**src/hw/ecl_consts.svh**
```systemverilog
// Offsets, field positions, reset values and timing for the control regs
`ifndef ECL_CONSTS_SVH
`define ECL_CONSTS_SVH

// Register indices on the host register port
`define ECL_IDX_CTRL2 1'h0
`define ECL_IDX_LEDID 1'h1

// Control register two field positions
`define ECL_RXHOLD_BIT 6
`define ECL_MRST_BIT 4
`define ECL_MODEXP_LSB 2
`define ECL_CIPHER_LSB 0
`define ECL_CLOCK_OUT_DIVIDER_SELECT_LSB 8

// LED and identification field positions
`define ECL_LED_PIN_A_LSB 12
`define ECL_LED_PIN_B_LSB 8
`define ECL_FAMILY_LSB 5

// Reset values
`define ECL_RXHOLD_RST 1'h0
`define ECL_MODEXP_RST 2'h0
`define ECL_CIPHER_RST 2'h0
`define ECL_CLOCK_OUT_DIVIDER_SELECT_RST 4'h0
`define ECL_LED_PIN_A_RST 4'h2
`define ECL_LED_PIN_B_RST 4'h6

// Operand length decode: base plus step times selector for selectors 0 to 2, zero for 3
`define ECL_MODEXP_BASE 11'h200
`define ECL_MODEXP_STEP 11'h100
`define ECL_CIPHER_BASE 11'h080
`define ECL_CIPHER_STEP 11'h040

// Host lockout after a master reset
`define ECL_MRST_NS 25000
`define ECL_CLK_MHZ 250

`endif

```
**src/hw/ecl_pkg.sv**
```systemverilog
// Types shared by the control and LED register files
package ecl_pkg;

	typedef logic [3:0] ecl_led_cfg_type;
	typedef logic [1:0] ecl_len_sel_type;

	typedef enum logic [1:0] {
		ECL_IDLE = 2'b01,
		ECL_HOLD = 2'b10
	} ecl_state_type;

	// Operand length in bits; reserved selector gives zero
	function automatic logic [10:0] ecl_len(input ecl_len_sel_type sel,
		input logic [10:0] base, input logic [10:0] step);
		logic [10:0] r;
		r = 11'h000;
		case (sel)
			2'h0: r = base;
			2'h1: r = 11'(base + step);
			2'h2: r = 11'(base + 11'(step << 1));
			default: r = 11'h000;
		endcase
		return r;
	endfunction : ecl_len

endpackage : ecl_pkg

```
**src/hw/ecl_led_drive.sv**
```systemverilog
// Per-pin LED display selector
`timescale 1ns/1ps
`include "ecl_consts.svh"

module ecl_led_drive (
	input wire logic mclk_i,
	input wire logic resetn_i,
	input wire logic soft_rst_i,
	input wire ecl_pkg::ecl_led_cfg_type cfg_i,
	input wire logic link_up_i,
	input wire logic speed_100_i,
	input wire logic phy_full_duplex_flag_i,
	input wire logic tx_active_i,
	input wire logic rx_active_i,
	input wire logic collision_i,
	output logic led_o
);
	import ecl_pkg::*;

	logic led_d;
	logic led_q;
	logic act;

	// ------------------------------------------------------------
	// Display selection
	// ------------------------------------------------------------
	always_comb begin
		act = tx_active_i | rx_active_i;
		case (cfg_i)
			4'hf: led_d = link_up_i & speed_100_i & ~act;
			4'he: led_d = link_up_i & phy_full_duplex_flag_i & ~act;
			4'hc: led_d = link_up_i & ~collision_i;
			4'hb: led_d = link_up_i & ~act;
			4'ha: led_d = link_up_i & ~rx_active_i;
			4'h9: led_d = link_up_i & ~tx_active_i;
			4'h8: led_d = link_up_i & speed_100_i;
			4'h7: led_d = link_up_i & phy_full_duplex_flag_i;
			4'h6: led_d = act;
			4'h5: led_d = rx_active_i;
			4'h4: led_d = tx_active_i;
			4'h3: led_d = collision_i;
			4'h2: led_d = link_up_i;
			4'h1: led_d = 1'b1;
			default: led_d = 1'b0;
		endcase
	end

	always_ff @(posedge mclk_i) begin
		if (!resetn_i || soft_rst_i) begin
			led_q <= 1'b0;
		end else begin
			led_q <= led_d;
		end
	end

	assign led_o = led_q;

endmodule : ecl_led_drive

```
**src/hw/ecl_regs.sv**
```systemverilog
// Control register two low part and LED/identification register
`timescale 1ns/1ps
`include "ecl_consts.svh"

module ecl_regs #(
	parameter int MRST_CYCLES = (`ECL_MRST_NS * `ECL_CLK_MHZ + 999) / 1000,
	// Arbitrary identity values
	parameter logic [2:0] FAMILY_CODE = 3'h5,
	parameter logic [4:0] REVISION_CODE = 5'h03
) (
	input wire logic mclk_i,
	input wire logic resetn_i,
	input wire logic reg_addr_i,
	input wire logic reg_wr_i,
	input wire logic reg_rd_i,
	input wire logic [15:0] reg_wdata_i,
	input wire logic link_up_i,
	input wire logic speed_100_i,
	input wire logic phy_full_duplex_flag_i,
	input wire logic tx_active_i,
	input wire logic rx_active_i,
	input wire logic collision_i,
	output logic [15:0] reg_rdata_o,
	output logic master_reset_o,
	output logic rx_path_reset_o,
	output logic receive_path_on_clr_o,
	output logic [10:0] modexp_bits_o,
	output logic [8:0] cipher_key_bits_o,
	output logic [3:0] clock_out_divider_select_o,
	output logic led_pin_a_o,
	output logic led_pin_b_o
);
	import ecl_pkg::*;

	localparam int CW = $clog2(MRST_CYCLES + 1);
	localparam logic [CW-1:0] LAST = CW'(MRST_CYCLES - 1);

	ecl_state_type state_q, state_d;
	logic [CW-1:0] cnt_q, cnt_d;
	logic receive_logic_hold_q, receive_logic_hold_d;
	ecl_len_sel_type modexp_q, modexp_d;
	ecl_len_sel_type cipher_q, cipher_d;
	logic [3:0] clock_out_divider_select_q, clock_out_divider_select_d;
	ecl_led_cfg_type led_a_q, led_a_d;
	ecl_led_cfg_type led_b_q, led_b_d;
	logic [15:0] rdata_q, rdata_d;
	logic wr_ok;
	logic mrst_req;
	logic in_hold;

	// ------------------------------------------------------------
	// Register writes and master reset sequencing
	// ------------------------------------------------------------
	always_comb begin
		state_d = state_q;
		cnt_d = cnt_q;
		receive_logic_hold_d = receive_logic_hold_q;
		modexp_d = modexp_q;
		cipher_d = cipher_q;
		clock_out_divider_select_d = clock_out_divider_select_q;
		led_a_d = led_a_q;
		led_b_d = led_b_q;
		// Host writes are locked out during the reset window
		wr_ok = reg_wr_i && (state_q == ECL_IDLE);
		mrst_req = wr_ok && (reg_addr_i == `ECL_IDX_CTRL2)
			&& reg_wdata_i[`ECL_MRST_BIT];
		case (state_q)
			ECL_IDLE: begin
				if (mrst_req) begin
					// Divider survives so the clock output stays up
					state_d = ECL_HOLD;
					cnt_d = '0;
					receive_logic_hold_d = `ECL_RXHOLD_RST;
					modexp_d = `ECL_MODEXP_RST;
					cipher_d = `ECL_CIPHER_RST;
					led_a_d = `ECL_LED_PIN_A_RST;
					led_b_d = `ECL_LED_PIN_B_RST;
				end else if (wr_ok && reg_addr_i == `ECL_IDX_CTRL2) begin
					receive_logic_hold_d = reg_wdata_i[`ECL_RXHOLD_BIT];
					modexp_d = reg_wdata_i[`ECL_MODEXP_LSB +: 2];
					cipher_d = reg_wdata_i[`ECL_CIPHER_LSB +: 2];
					clock_out_divider_select_d = reg_wdata_i[`ECL_CLOCK_OUT_DIVIDER_SELECT_LSB +: 4];
				end else if (wr_ok) begin
					led_a_d = reg_wdata_i[`ECL_LED_PIN_A_LSB +: 4];
					led_b_d = reg_wdata_i[`ECL_LED_PIN_B_LSB +: 4];
				end
			end
			ECL_HOLD: begin
				if (cnt_q == LAST) begin
					state_d = ECL_IDLE;
				end else begin
					cnt_d = CW'(cnt_q + 1'b1);
				end
			end
			default: begin
				state_d = ECL_IDLE;
				cnt_d = '0;
			end
		endcase
	end

	// ------------------------------------------------------------
	// Read path, one cycle latency
	// ------------------------------------------------------------
	always_comb begin
		rdata_d = rdata_q;
		if (reg_rd_i) begin
			if (reg_addr_i == `ECL_IDX_CTRL2) begin
				rdata_d = {4'h0, clock_out_divider_select_q, 1'b0, receive_logic_hold_q, 1'b0,
					in_hold, modexp_q, cipher_q};
			end else begin
				rdata_d = {led_a_q, led_b_q, FAMILY_CODE, REVISION_CODE};
			end
		end
	end

	always_ff @(posedge mclk_i) begin
		if (!resetn_i) begin
			state_q <= ECL_IDLE;
			cnt_q <= '0;
			receive_logic_hold_q <= `ECL_RXHOLD_RST;
			modexp_q <= `ECL_MODEXP_RST;
			cipher_q <= `ECL_CIPHER_RST;
			clock_out_divider_select_q <= `ECL_CLOCK_OUT_DIVIDER_SELECT_RST;
			led_a_q <= `ECL_LED_PIN_A_RST;
			led_b_q <= `ECL_LED_PIN_B_RST;
			rdata_q <= 16'h0000;
		end else begin
			state_q <= state_d;
			cnt_q <= cnt_d;
			receive_logic_hold_q <= receive_logic_hold_d;
			modexp_q <= modexp_d;
			cipher_q <= cipher_d;
			clock_out_divider_select_q <= clock_out_divider_select_d;
			led_a_q <= led_a_d;
			led_b_q <= led_b_d;
			rdata_q <= rdata_d;
		end
	end

	// ------------------------------------------------------------
	// Outputs
	// ------------------------------------------------------------
	assign in_hold = (state_q == ECL_HOLD);
	assign master_reset_o = in_hold;
	assign rx_path_reset_o = receive_logic_hold_q | in_hold;
	// Held as a level so the enable cannot be set again meanwhile
	assign receive_path_on_clr_o = receive_logic_hold_q;
	assign modexp_bits_o = ecl_len(modexp_q, `ECL_MODEXP_BASE,
		`ECL_MODEXP_STEP);
	assign cipher_key_bits_o = 9'(ecl_len(cipher_q, `ECL_CIPHER_BASE,
		`ECL_CIPHER_STEP));
	assign clock_out_divider_select_o = clock_out_divider_select_q;
	assign reg_rdata_o = rdata_q;

	ecl_led_drive u_led_a (
		.mclk_i(mclk_i),
		.resetn_i(resetn_i),
		.soft_rst_i(in_hold),
		.cfg_i(led_a_q),
		.link_up_i(link_up_i),
		.speed_100_i(speed_100_i),
		.phy_full_duplex_flag_i(phy_full_duplex_flag_i),
		.tx_active_i(tx_active_i),
		.rx_active_i(rx_active_i),
		.collision_i(collision_i),
		.led_o(led_pin_a_o)
	);

	ecl_led_drive u_led_b (
		.mclk_i(mclk_i),
		.resetn_i(resetn_i),
		.soft_rst_i(in_hold),
		.cfg_i(led_b_q),
		.link_up_i(link_up_i),
		.speed_100_i(speed_100_i),
		.phy_full_duplex_flag_i(phy_full_duplex_flag_i),
		.tx_active_i(tx_active_i),
		.rx_active_i(rx_active_i),
		.collision_i(collision_i),
		.led_o(led_pin_b_o)
	);

	// ------------------------------------------------------------
	// Checks
	// ------------------------------------------------------------
	// Own count of reset cycles, so the length checks do not trust cnt_q
	logic [CW-1:0] seen_q, seen_d;

	always_comb begin
		seen_d = '0;
		if (in_hold) begin
			seen_d = CW'(seen_q + 1'b1);
		end
	end

	always_ff @(posedge mclk_i) begin
		if (!resetn_i) begin
			seen_q <= '0;
		end else begin
			seen_q <= seen_d;
		end
	end
endmodule : ecl_regs

```
**config.mk**
```make
export PLATFORM = sky130hd
export DESIGN_NAME = ecl_regs
export DESIGN_NICKNAME = d
export VERILOG_FILES = /design/src/hw/ecl_pkg.sv /design/src/hw/ecl_led_drive.sv /design/src/hw/ecl_regs.sv
export VERILOG_INCLUDE_DIRS = /design/src /design/src/hw
export SDC_FILE = /design/constraint.sdc
export NUM_CORES = 1
export LEC_CHECK = 0
export BUFFER_PORTS_ARGS = -buffer_cell sky130_fd_sc_hd__buf_4
export CAP_MARGIN = 20
export CORE_AREA = 2 2 71 73
export DETAILED_ROUTE_END_ITERATION = 10
export DIE_AREA = 0 0 73 75
export PLACE_DENSITY = 0.83
export SETUP_SLACK_MARGIN = 0.15
export SKIP_LAST_GASP = 1
export SYNTH_ARGS = -nofsm -noshare
export SYNTH_HDL_FRONTEND = slang
export SYNTH_SLANG_ARGS = --single-unit
```
**constraint.sdc**
```tcl
create_clock -name mclk_i -period 4.5 [get_ports mclk_i]
set_input_delay 0 -clock mclk_i [delete_from_list [all_inputs] [get_ports mclk_i]]
set_output_delay 0 -clock mclk_i [all_outputs]
set_load 0.01 [all_outputs]
```
# After elaboration in Yosys (flattened, before gate mapping)
# Cells that the tools add are included.
totals:
  elab_cells: 104
  out_inout_bits: 45
  inputBits: 27
  regBits: 50
classes:
  muxes: 23
  bitwise_logic: 16
  eq_ne: 39
  reduce_logical: 14
  addsub: 1
ops:
  columns: ["op", "count"]
  rows:
  - ["$eq A4 B4 Y1 const B", 14]
  - ["$pmux W11 S3", 1]
  - ["$eq A4 B3 Y1 const B", 8]
  - ["$pmux W1 S14", 2]
  - ["$pmux W9 S3", 1]
  - ["$mux W13", 2]
  - ["$pmux W13 S2", 1]
  - ["$mux W4", 6]
  - ["$eq A4 B2 Y1 const B", 4]
  - ["$mux W16", 1]
  - ["$add A13 B1 Y13 const B", 1]
  - ["$eq A13 B13 Y1 const B", 1]
  - ["$mux W2", 6]
  - ["$and A1 B1 Y1", 8]
  - ["$eq A4 B1 Y1 const B", 2]
  - ["$eq A2 B1 Y1 const B", 3]
  - ["$eq A2 B2 Y1 const B", 3]
  - ["$ne A2 B2 Y1 const B", 3]
  - ["$not A1 Y1", 6]
  - ["$reduce_and A2 Y1", 3]
  - ["$reduce_and A3 Y1", 2]
  - ["$logic_not A2 Y1", 2]
  - ["$pmux W2 S2", 1]
  - ["$reduce_bool A2 Y1", 2]
  - ["other kinds (6)", 10]

# Depth between registers and ports, before layout
logic_depth:
  depth_word: 6
  depth_mapped: 8

# Cells and area by module
# From an unflattened synthesis, not the netlist that was laid out.
unflattened:
  hier_cells: 303
  hier_area_um2: 2546.2
by_module_without_submodules:
  columns: ["mod", "cells_per_inst", "area_each_um2", "n_inst"]
  rows:
  - ["ecl_regs", 261, 2213.4, 1]
  - ["ecl_led_drive", 21, 166.4, 2]

# Least setup slack after synthesis
# Ideal clock, no wire load.
synth_timing:
  kind: "register to register"
  from: "register cnt_q[0]"
  to: "register cnt_q[10]"
  synth_period_minus_slack_ns: 1.478
  path_slack_ns: 3.022
  setup_ns: 0.062
  stages_incl_launch_ff: 7
  arrival_time_ns: 1.416
  required_time_ns: 4.438
  path_cell_list: "dfxtp_1 -> ha_1 -> nand3_1 -> nor2_1 -> nand4_1 -> or3_1 -> nand3_1"
synth_via:
  elab_chain_len: 3
synth_lines:
  columns: ["element", "line_no", "rtl"]
  rows:
  - ["from (decl)", "ecl_regs.sv:39", "logic [CW-1:0] cnt_q, cnt_d;"]
  - ["from (signal assigned)", "ecl_regs.sv:130", "cnt_q <= cnt_d;"]
  - ["$add A13 B1 Y13 / $eq A13 B13 Y1 (equally long branches)", "ecl_regs.sv:92, ecl_regs.sv:89", null]
  - ["$mux W13 / $ne A2 B2 Y1 (equally long branches)", null, null]
  - ["$pmux W13 S2 / $reduce_and A2 Y1 (equally long branches)", null, null]
# Several ways; a longest one is shown, not always the timed one. The select of a mux whose other input is x is not followed.
# A chain may end at the register's enable or synchronous reset.

# Worst setup path in the final report
layout_timing:
  from: "register state_q[0]"
  to: "register state_q[1]"
layout_via:
  elab_chain_len: 6
layout_lines:
  columns: ["element", "line_no", "rtl"]
  rows:
  - ["from (decl)", "ecl_regs.sv:38", "ecl_state_type state_q, state_d;"]
  - ["from (signal assigned)", "ecl_regs.sv:129", "state_q <= state_d;"]
  - ["$eq A2 B1 Y1", "ecl_regs.sv:64, ecl_regs.sv:67", null]
  - ["$logic_and A1 B1 Y1", "ecl_regs.sv:64", "wr_ok = reg_wr_i && (state_q == ECL_IDLE);"]
  - ["$logic_and A1 B1 Y1 (2 in series)", "ecl_regs.sv:65", "mrst_req = wr_ok && (reg_addr_i == `ECL_IDX_CTRL2)"]
  - ["$ne A2 B2 Y1 (no source line)", null, null]
  - ["$reduce_and A2 Y1 (no source line)", null, null]
# Several ways; a longest one is shown, not always the timed one.

==> report_table.html <==
<table>
<tr><th>Metric</th><th>Value</th></tr>
<tr><th colspan="2">Routing</th></tr>
<tr><td>Count of nets left with antenna violations after detail routing</td><td>0</td></tr>
<tr><td>Number of DRC violations after detailed routing</td><td>0</td></tr>
<tr><td>Vias after detailed routing</td><td>2433</td></tr>
<tr><td>1st-pass router iterations</td><td>4</td></tr>
<tr><td>Routed wire length per instance</td><td>13.8 um</td></tr>
<tr><td>Number of vias per cell</td><td>just under 6</td></tr>
<tr><td>Routed Wire Length</td><td>slightly below 6 mm</td></tr>
<tr><td>DRC marker count from the first detailed-route iteration</td><td>181</td></tr>
<tr><th colspan="2">Setup path</th></tr>
<tr><td>Setup Crit Path Kind</td><td>reg -&gt; reg</td></tr>
<tr><td>Startpoint of the worst register-to-register path</td><td>state_q[0]</td></tr>
<tr><td>Crit path largest cell delay</td><td>0.45 ns</td></tr>
<tr><td>Critical path arrival</td><td>2.11 ns</td></tr>
<tr><td>Family with the most delay on the worst path</td><td>simple AND/OR/NAND/NOR gates</td></tr>
<tr><td>Setup slack of the worst register-to-register path</td><td>2.59 ns</td></tr>
<tr><td>Combined buffer and inverter count along the critical path</td><td>2</td></tr>
<tr><td>Critical R2R Capture</td><td>state_q[1]</td></tr>
<tr><td>Slowest cell on the critical path</td><td>nand2b_1</td></tr>
<tr><td>R2R cell count</td><td>5</td></tr>
<tr><td>Endpoint kind of the worst setup timing path</td><td>flip-flop</td></tr>
<tr><td>Endpoint required time on the critical path</td><td>approximately 4.7 ns</td></tr>
<tr><td>Worst path cell trace</td><td>nand2b_1, clkinv_1, and3_1, a31oi_2, inv_1</td></tr>
<tr><td>Type of origin of the critical path</td><td>flip-flop</td></tr>
<tr><td>Maximum fanout encountered on the critical timing path</td><td>13</td></tr>
<tr><th colspan="2">Yosys</th></tr>
<tr><td>Instance count of the mapped netlist</td><td>about 310</td></tr>
<tr><td>Leading cell types by count after synthesis</td><td>dfxtp_1 (49), nand2_1 (27), nand3_1 (25)</td></tr>
<tr><td>Average size of a mapped cell</td><td>about 8.2 sq um</td></tr>
<tr><td>Portion of synthesized cell area occupied by the leading cell type</td><td>38.0%</td></tr>
<tr><td>Synth area leaders</td><td>dfxtp_1 (38%), buf_4 (5.2%), nand3_1 (4.9%)</td></tr>
<tr><td>Area of the mapped netlist</td><td>2580 sq um</td></tr>
<tr><td>Sequential fraction of the synthesis area</td><td>38.0%</td></tr>
<tr><td>Total of flip-flops plus latches after synthesis</td><td>about 50</td></tr>
<tr><td>Async set-reset flop share out of synthesis</td><td>0%</td></tr>
<tr><td>Predominant post-synthesis flop cell</td><td>dfxtp_1</td></tr>
<tr><td>Number of enable-type register cells in the synthesized netlist</td><td>0</td></tr>
<tr><td>Cell taking the most area after synthesis</td><td>dfxtp_1</td></tr>
<tr><td>Warnings from Yosys</td><td>0</td></tr>
<tr><td>Cell with the most instances after synthesis</td><td>dfxtp_1</td></tr>
<tr><td>Count of cell types in the netlist</td><td>47</td></tr>
<tr><th colspan="2">STA</th></tr>
<tr><td>Post-route clock skew</td><td>0.00518 ns</td></tr>
<tr><td>Clock period minus worst slack</td><td>roughly 1.9 ns</td></tr>
<tr><td>Slew HR</td><td>a little over half</td></tr>
<tr><td>Setup repair after global routing missed its margin</td><td>no</td></tr>
<tr><td>Transition at the pin with the smallest max-transition slack</td><td>0.695 ns</td></tr>
<tr><td>Max Slew Vio Count</td><td>0</td></tr>
<tr><td>Count of endpoints failing hold in the final timing report</td><td>0</td></tr>
<tr><td>Setup_tns</td><td>0 ns</td></tr>
<tr><td>Number of setup violations in the final report</td><td>0</td></tr>
<tr><td>Maximum clock rate</td><td>~520 MHz</td></tr>
<tr><td>Post-route clock period utilization</td><td>42.5%</td></tr>
<tr><th colspan="2">Final layout</th></tr>
<tr><td>Inserted Diodes</td><td>0</td></tr>
<tr><td>Proportion of layout cells with a drive suffix above 1</td><td>between 10% and 20%</td></tr>
<tr><td>Number of nets in the final layout</td><td>approximately 390</td></tr>
<tr><td>P&amp;R area growth vs syn</td><td>19.5%</td></tr>
<tr><td>Util after Layout</td><td>66.1%</td></tr>
<tr><td>Final design instance area without fill</td><td>just over 3000 sq um</td></tr>
<tr><th colspan="2">Outcome</th></tr>
<tr><td>Result of the run</td><td>finished, final reports clean</td></tr>
<tr><th colspan="2">Clocking</th></tr>
<tr><td>Cells resized by post-CTS repair</td><td>0</td></tr>
<tr><td>Clock tree from TritonCTS</td><td>built</td></tr>
<tr><td>Insertion delay to the later sink of the worst-skew pair</td><td>0.30 ns</td></tr>
<tr><td>Cts bufs inserted</td><td>5</td></tr>
<tr><td>CTS Buffer Depth</td><td>2</td></tr>
<tr><td>Clock-pin slew on the worst setup and hold paths</td><td>0.09 ns</td></tr>
<tr><td>Clock root cell</td><td>clkbuf_8</td></tr>
<tr><td>H-tree lvl count</td><td>2</td></tr>
<tr><td>Total number of clock tree sinks</td><td>49</td></tr>
<tr><th colspan="2">Power</th></tr>
<tr><td>VDD IR-drop max</td><td>0.153 mV</td></tr>
<tr><td>Pleak</td><td>1.27 nW</td></tr>
<tr><td>Pwr Density</td><td>about 280 nW/um^2</td></tr>
<tr><th colspan="2">Die</th></tr>
<tr><td>Placement row count</td><td>25</td></tr>
<tr><td>Ports</td><td>72</td></tr>
<tr><td>DIE WIDTH</td><td>73 um</td></tr>
<tr><td>Die Height</td><td>75 um</td></tr>
<tr><td>Full die area</td><td>5480 sq um</td></tr>
<tr><td>Standard cell core area</td><td>between 4000 and 5000 sq um</td></tr>
<tr><td>Starting utilization of the core area</td><td>55.3%</td></tr>
<tr><th colspan="2">Place</th></tr>
<tr><td>Routability congestion estimate from global placement</td><td>0.847</td></tr>
<tr><td>Buffers added on ports</td><td>55</td></tr>
<tr><td>Placed inst area</td><td>~3000 sq um</td></tr>
<tr><td>Detailed placement HPWL</td><td>around 4.0 mm</td></tr>
<tr><th colspan="2">Global routing</th></tr>
<tr><td>Global-route congestion overflow total</td><td>0</td></tr>
<tr><td>Number of global-route vias before repair</td><td>between 2000 and 2500</td></tr>
<tr><td>Global-route wire length before repair</td><td>9.30 mm</td></tr>
<tr><td>Number of antenna violations at the first check in global routing</td><td>0</td></tr>
<tr><td>Largest net degree at the start of global routing</td><td>51</td></tr>
<tr><td>All-layer global routing usage</td><td>about 22%</td></tr>
<tr><th colspan="2">Min path</th></tr>
<tr><td>Worst min-delay path category</td><td>in -&gt; reg</td></tr>
<tr><td>Hold path start</td><td>reg_wdata_i[13]</td></tr>
<tr><td>WHS Endpoint</td><td>led_a_q[1]</td></tr>
<tr><td>Instance count along the most critical hold path</td><td>4</td></tr>
<tr><th colspan="2">Run</th></tr>
<tr><td>Maximum capacitance violations</td><td>0</td></tr>
</table>
==> metal layers <==
metal	vias up	share of wire [%]	track usage [%]
met3	15	6.2	4.69
met2	108	46	36.6
li1	1184	-	-
met4	0	2.7	9.47
met1	1126	45	26.7
met5	-	0	0
==> worst reg2reg max path, cell delays in order (launching register included) <==
cell	delay, ns
dfxtp_1	0.34
nand2b_1	0.45
clkinv_1	0.43
and3_1	0.36
a31oi_2	0.18
inv_1	0.05
==> power by group <==
part,total (mW),switching (mW),internal (mW)
Sequential,0.458,0.0118,0.447
Combinational,0.122,0.0646,0.0574
Clock,0.268,0.144,0.125
==> state kept, by name, summed over array words and instances, names as in the netlist <==
name                        cells
modexp_q                        2
u_led_b.led_o                   1
led_a_q                         4
state_q                         2
cnt_q                          13
u_led_a.led_o                   1
reg_rdata_o                    15
receive_path_on_clr_o           1
led_b_q                         4
clock_out_divider_select_o      4
cipher_q                        2
==> cell usage in the layout (no fill, tap or decap), types with 7 or more instances in the layout <==
cell	netlist	routed
a21boi_0	10	10
a21oi_1	15	15
a31oi_1	10	10
buf_4	18	55
conb_1	1	14
dfxtp_1	49	49
dlygate4sd3_1	0	7
inv_1	10	10
mux2i_1	8	8
nand2_1	27	27
nand2b_1	9	9
nand3_1	25	25
nor2_1	19	19
nor2b_1	16	16
o21ai_0	18	18
==> how the worst max path moves through the flow <==
| stage | endpoint | slack (ns) | cells past startpoint | from |
|---|---|---|---|---|
| 3_5_place_dp | state_q[1] | 2.64 | 5 | state_q[0] |
| 3_3_place_gp | state_q[1] | 2.64 | 5 | state_q[0] |
| 2_1_floorplan | cnt_q[10] | 3.02 | 6 | cnt_q[0] |
| 6_report | state_q[1] | 2.59 | 5 | state_q[0] |
| 4_1_cts | state_q[1] | 2.61 | 5 | state_q[0] |
| 5_1_grt | state_q[1] | 2.42 | 5 | state_q[0] |
==> stage by stage <==
step	hold slack, ns	setup WS [ns]	instances	power, mW
after floorplan	0.144	3.02	327	0.546
after global placement	0.245	2.64	403	0.582
after detailed placement	0.248	2.64	403	0.585
after CTS	0.0231	2.61	418	0.857
after global routing	0.0354	2.42	418	0.885
final	0.0410	2.59	418	0.849
==> cell type report <==
class                   count  area (sq um)
multi-input cells         234          1410
well taps                  54          67.6
clock inverters             2          13.8
repair buffers             62           483
clock buffers               6          82.6
flip-flops and latches     49           981
inverters                  11          41.3
fillers                   388          1580
==> kinds of logic (layout without fill, tap and decap cells) <==
family	after synthesis	in the layout	synth area share, %
and+or+nand+nor	129	129	27.8
AOI/OAI and AO/OA	81	81	20.8
DFF	49	49	38.0
buffers and inverters	44	81	9.12
muxes	8	8	3.11
adders and majority gates	2	2	0.970
other	1	14	0.145
==> repair_timing <==
action / in CTS / in global routing
hold endpoints to repair: 11 / 0
buffers inserted: 0 / 0
hold buffers: 7 / 0
No activity file was read; power rests on OpenSTA's default activity.
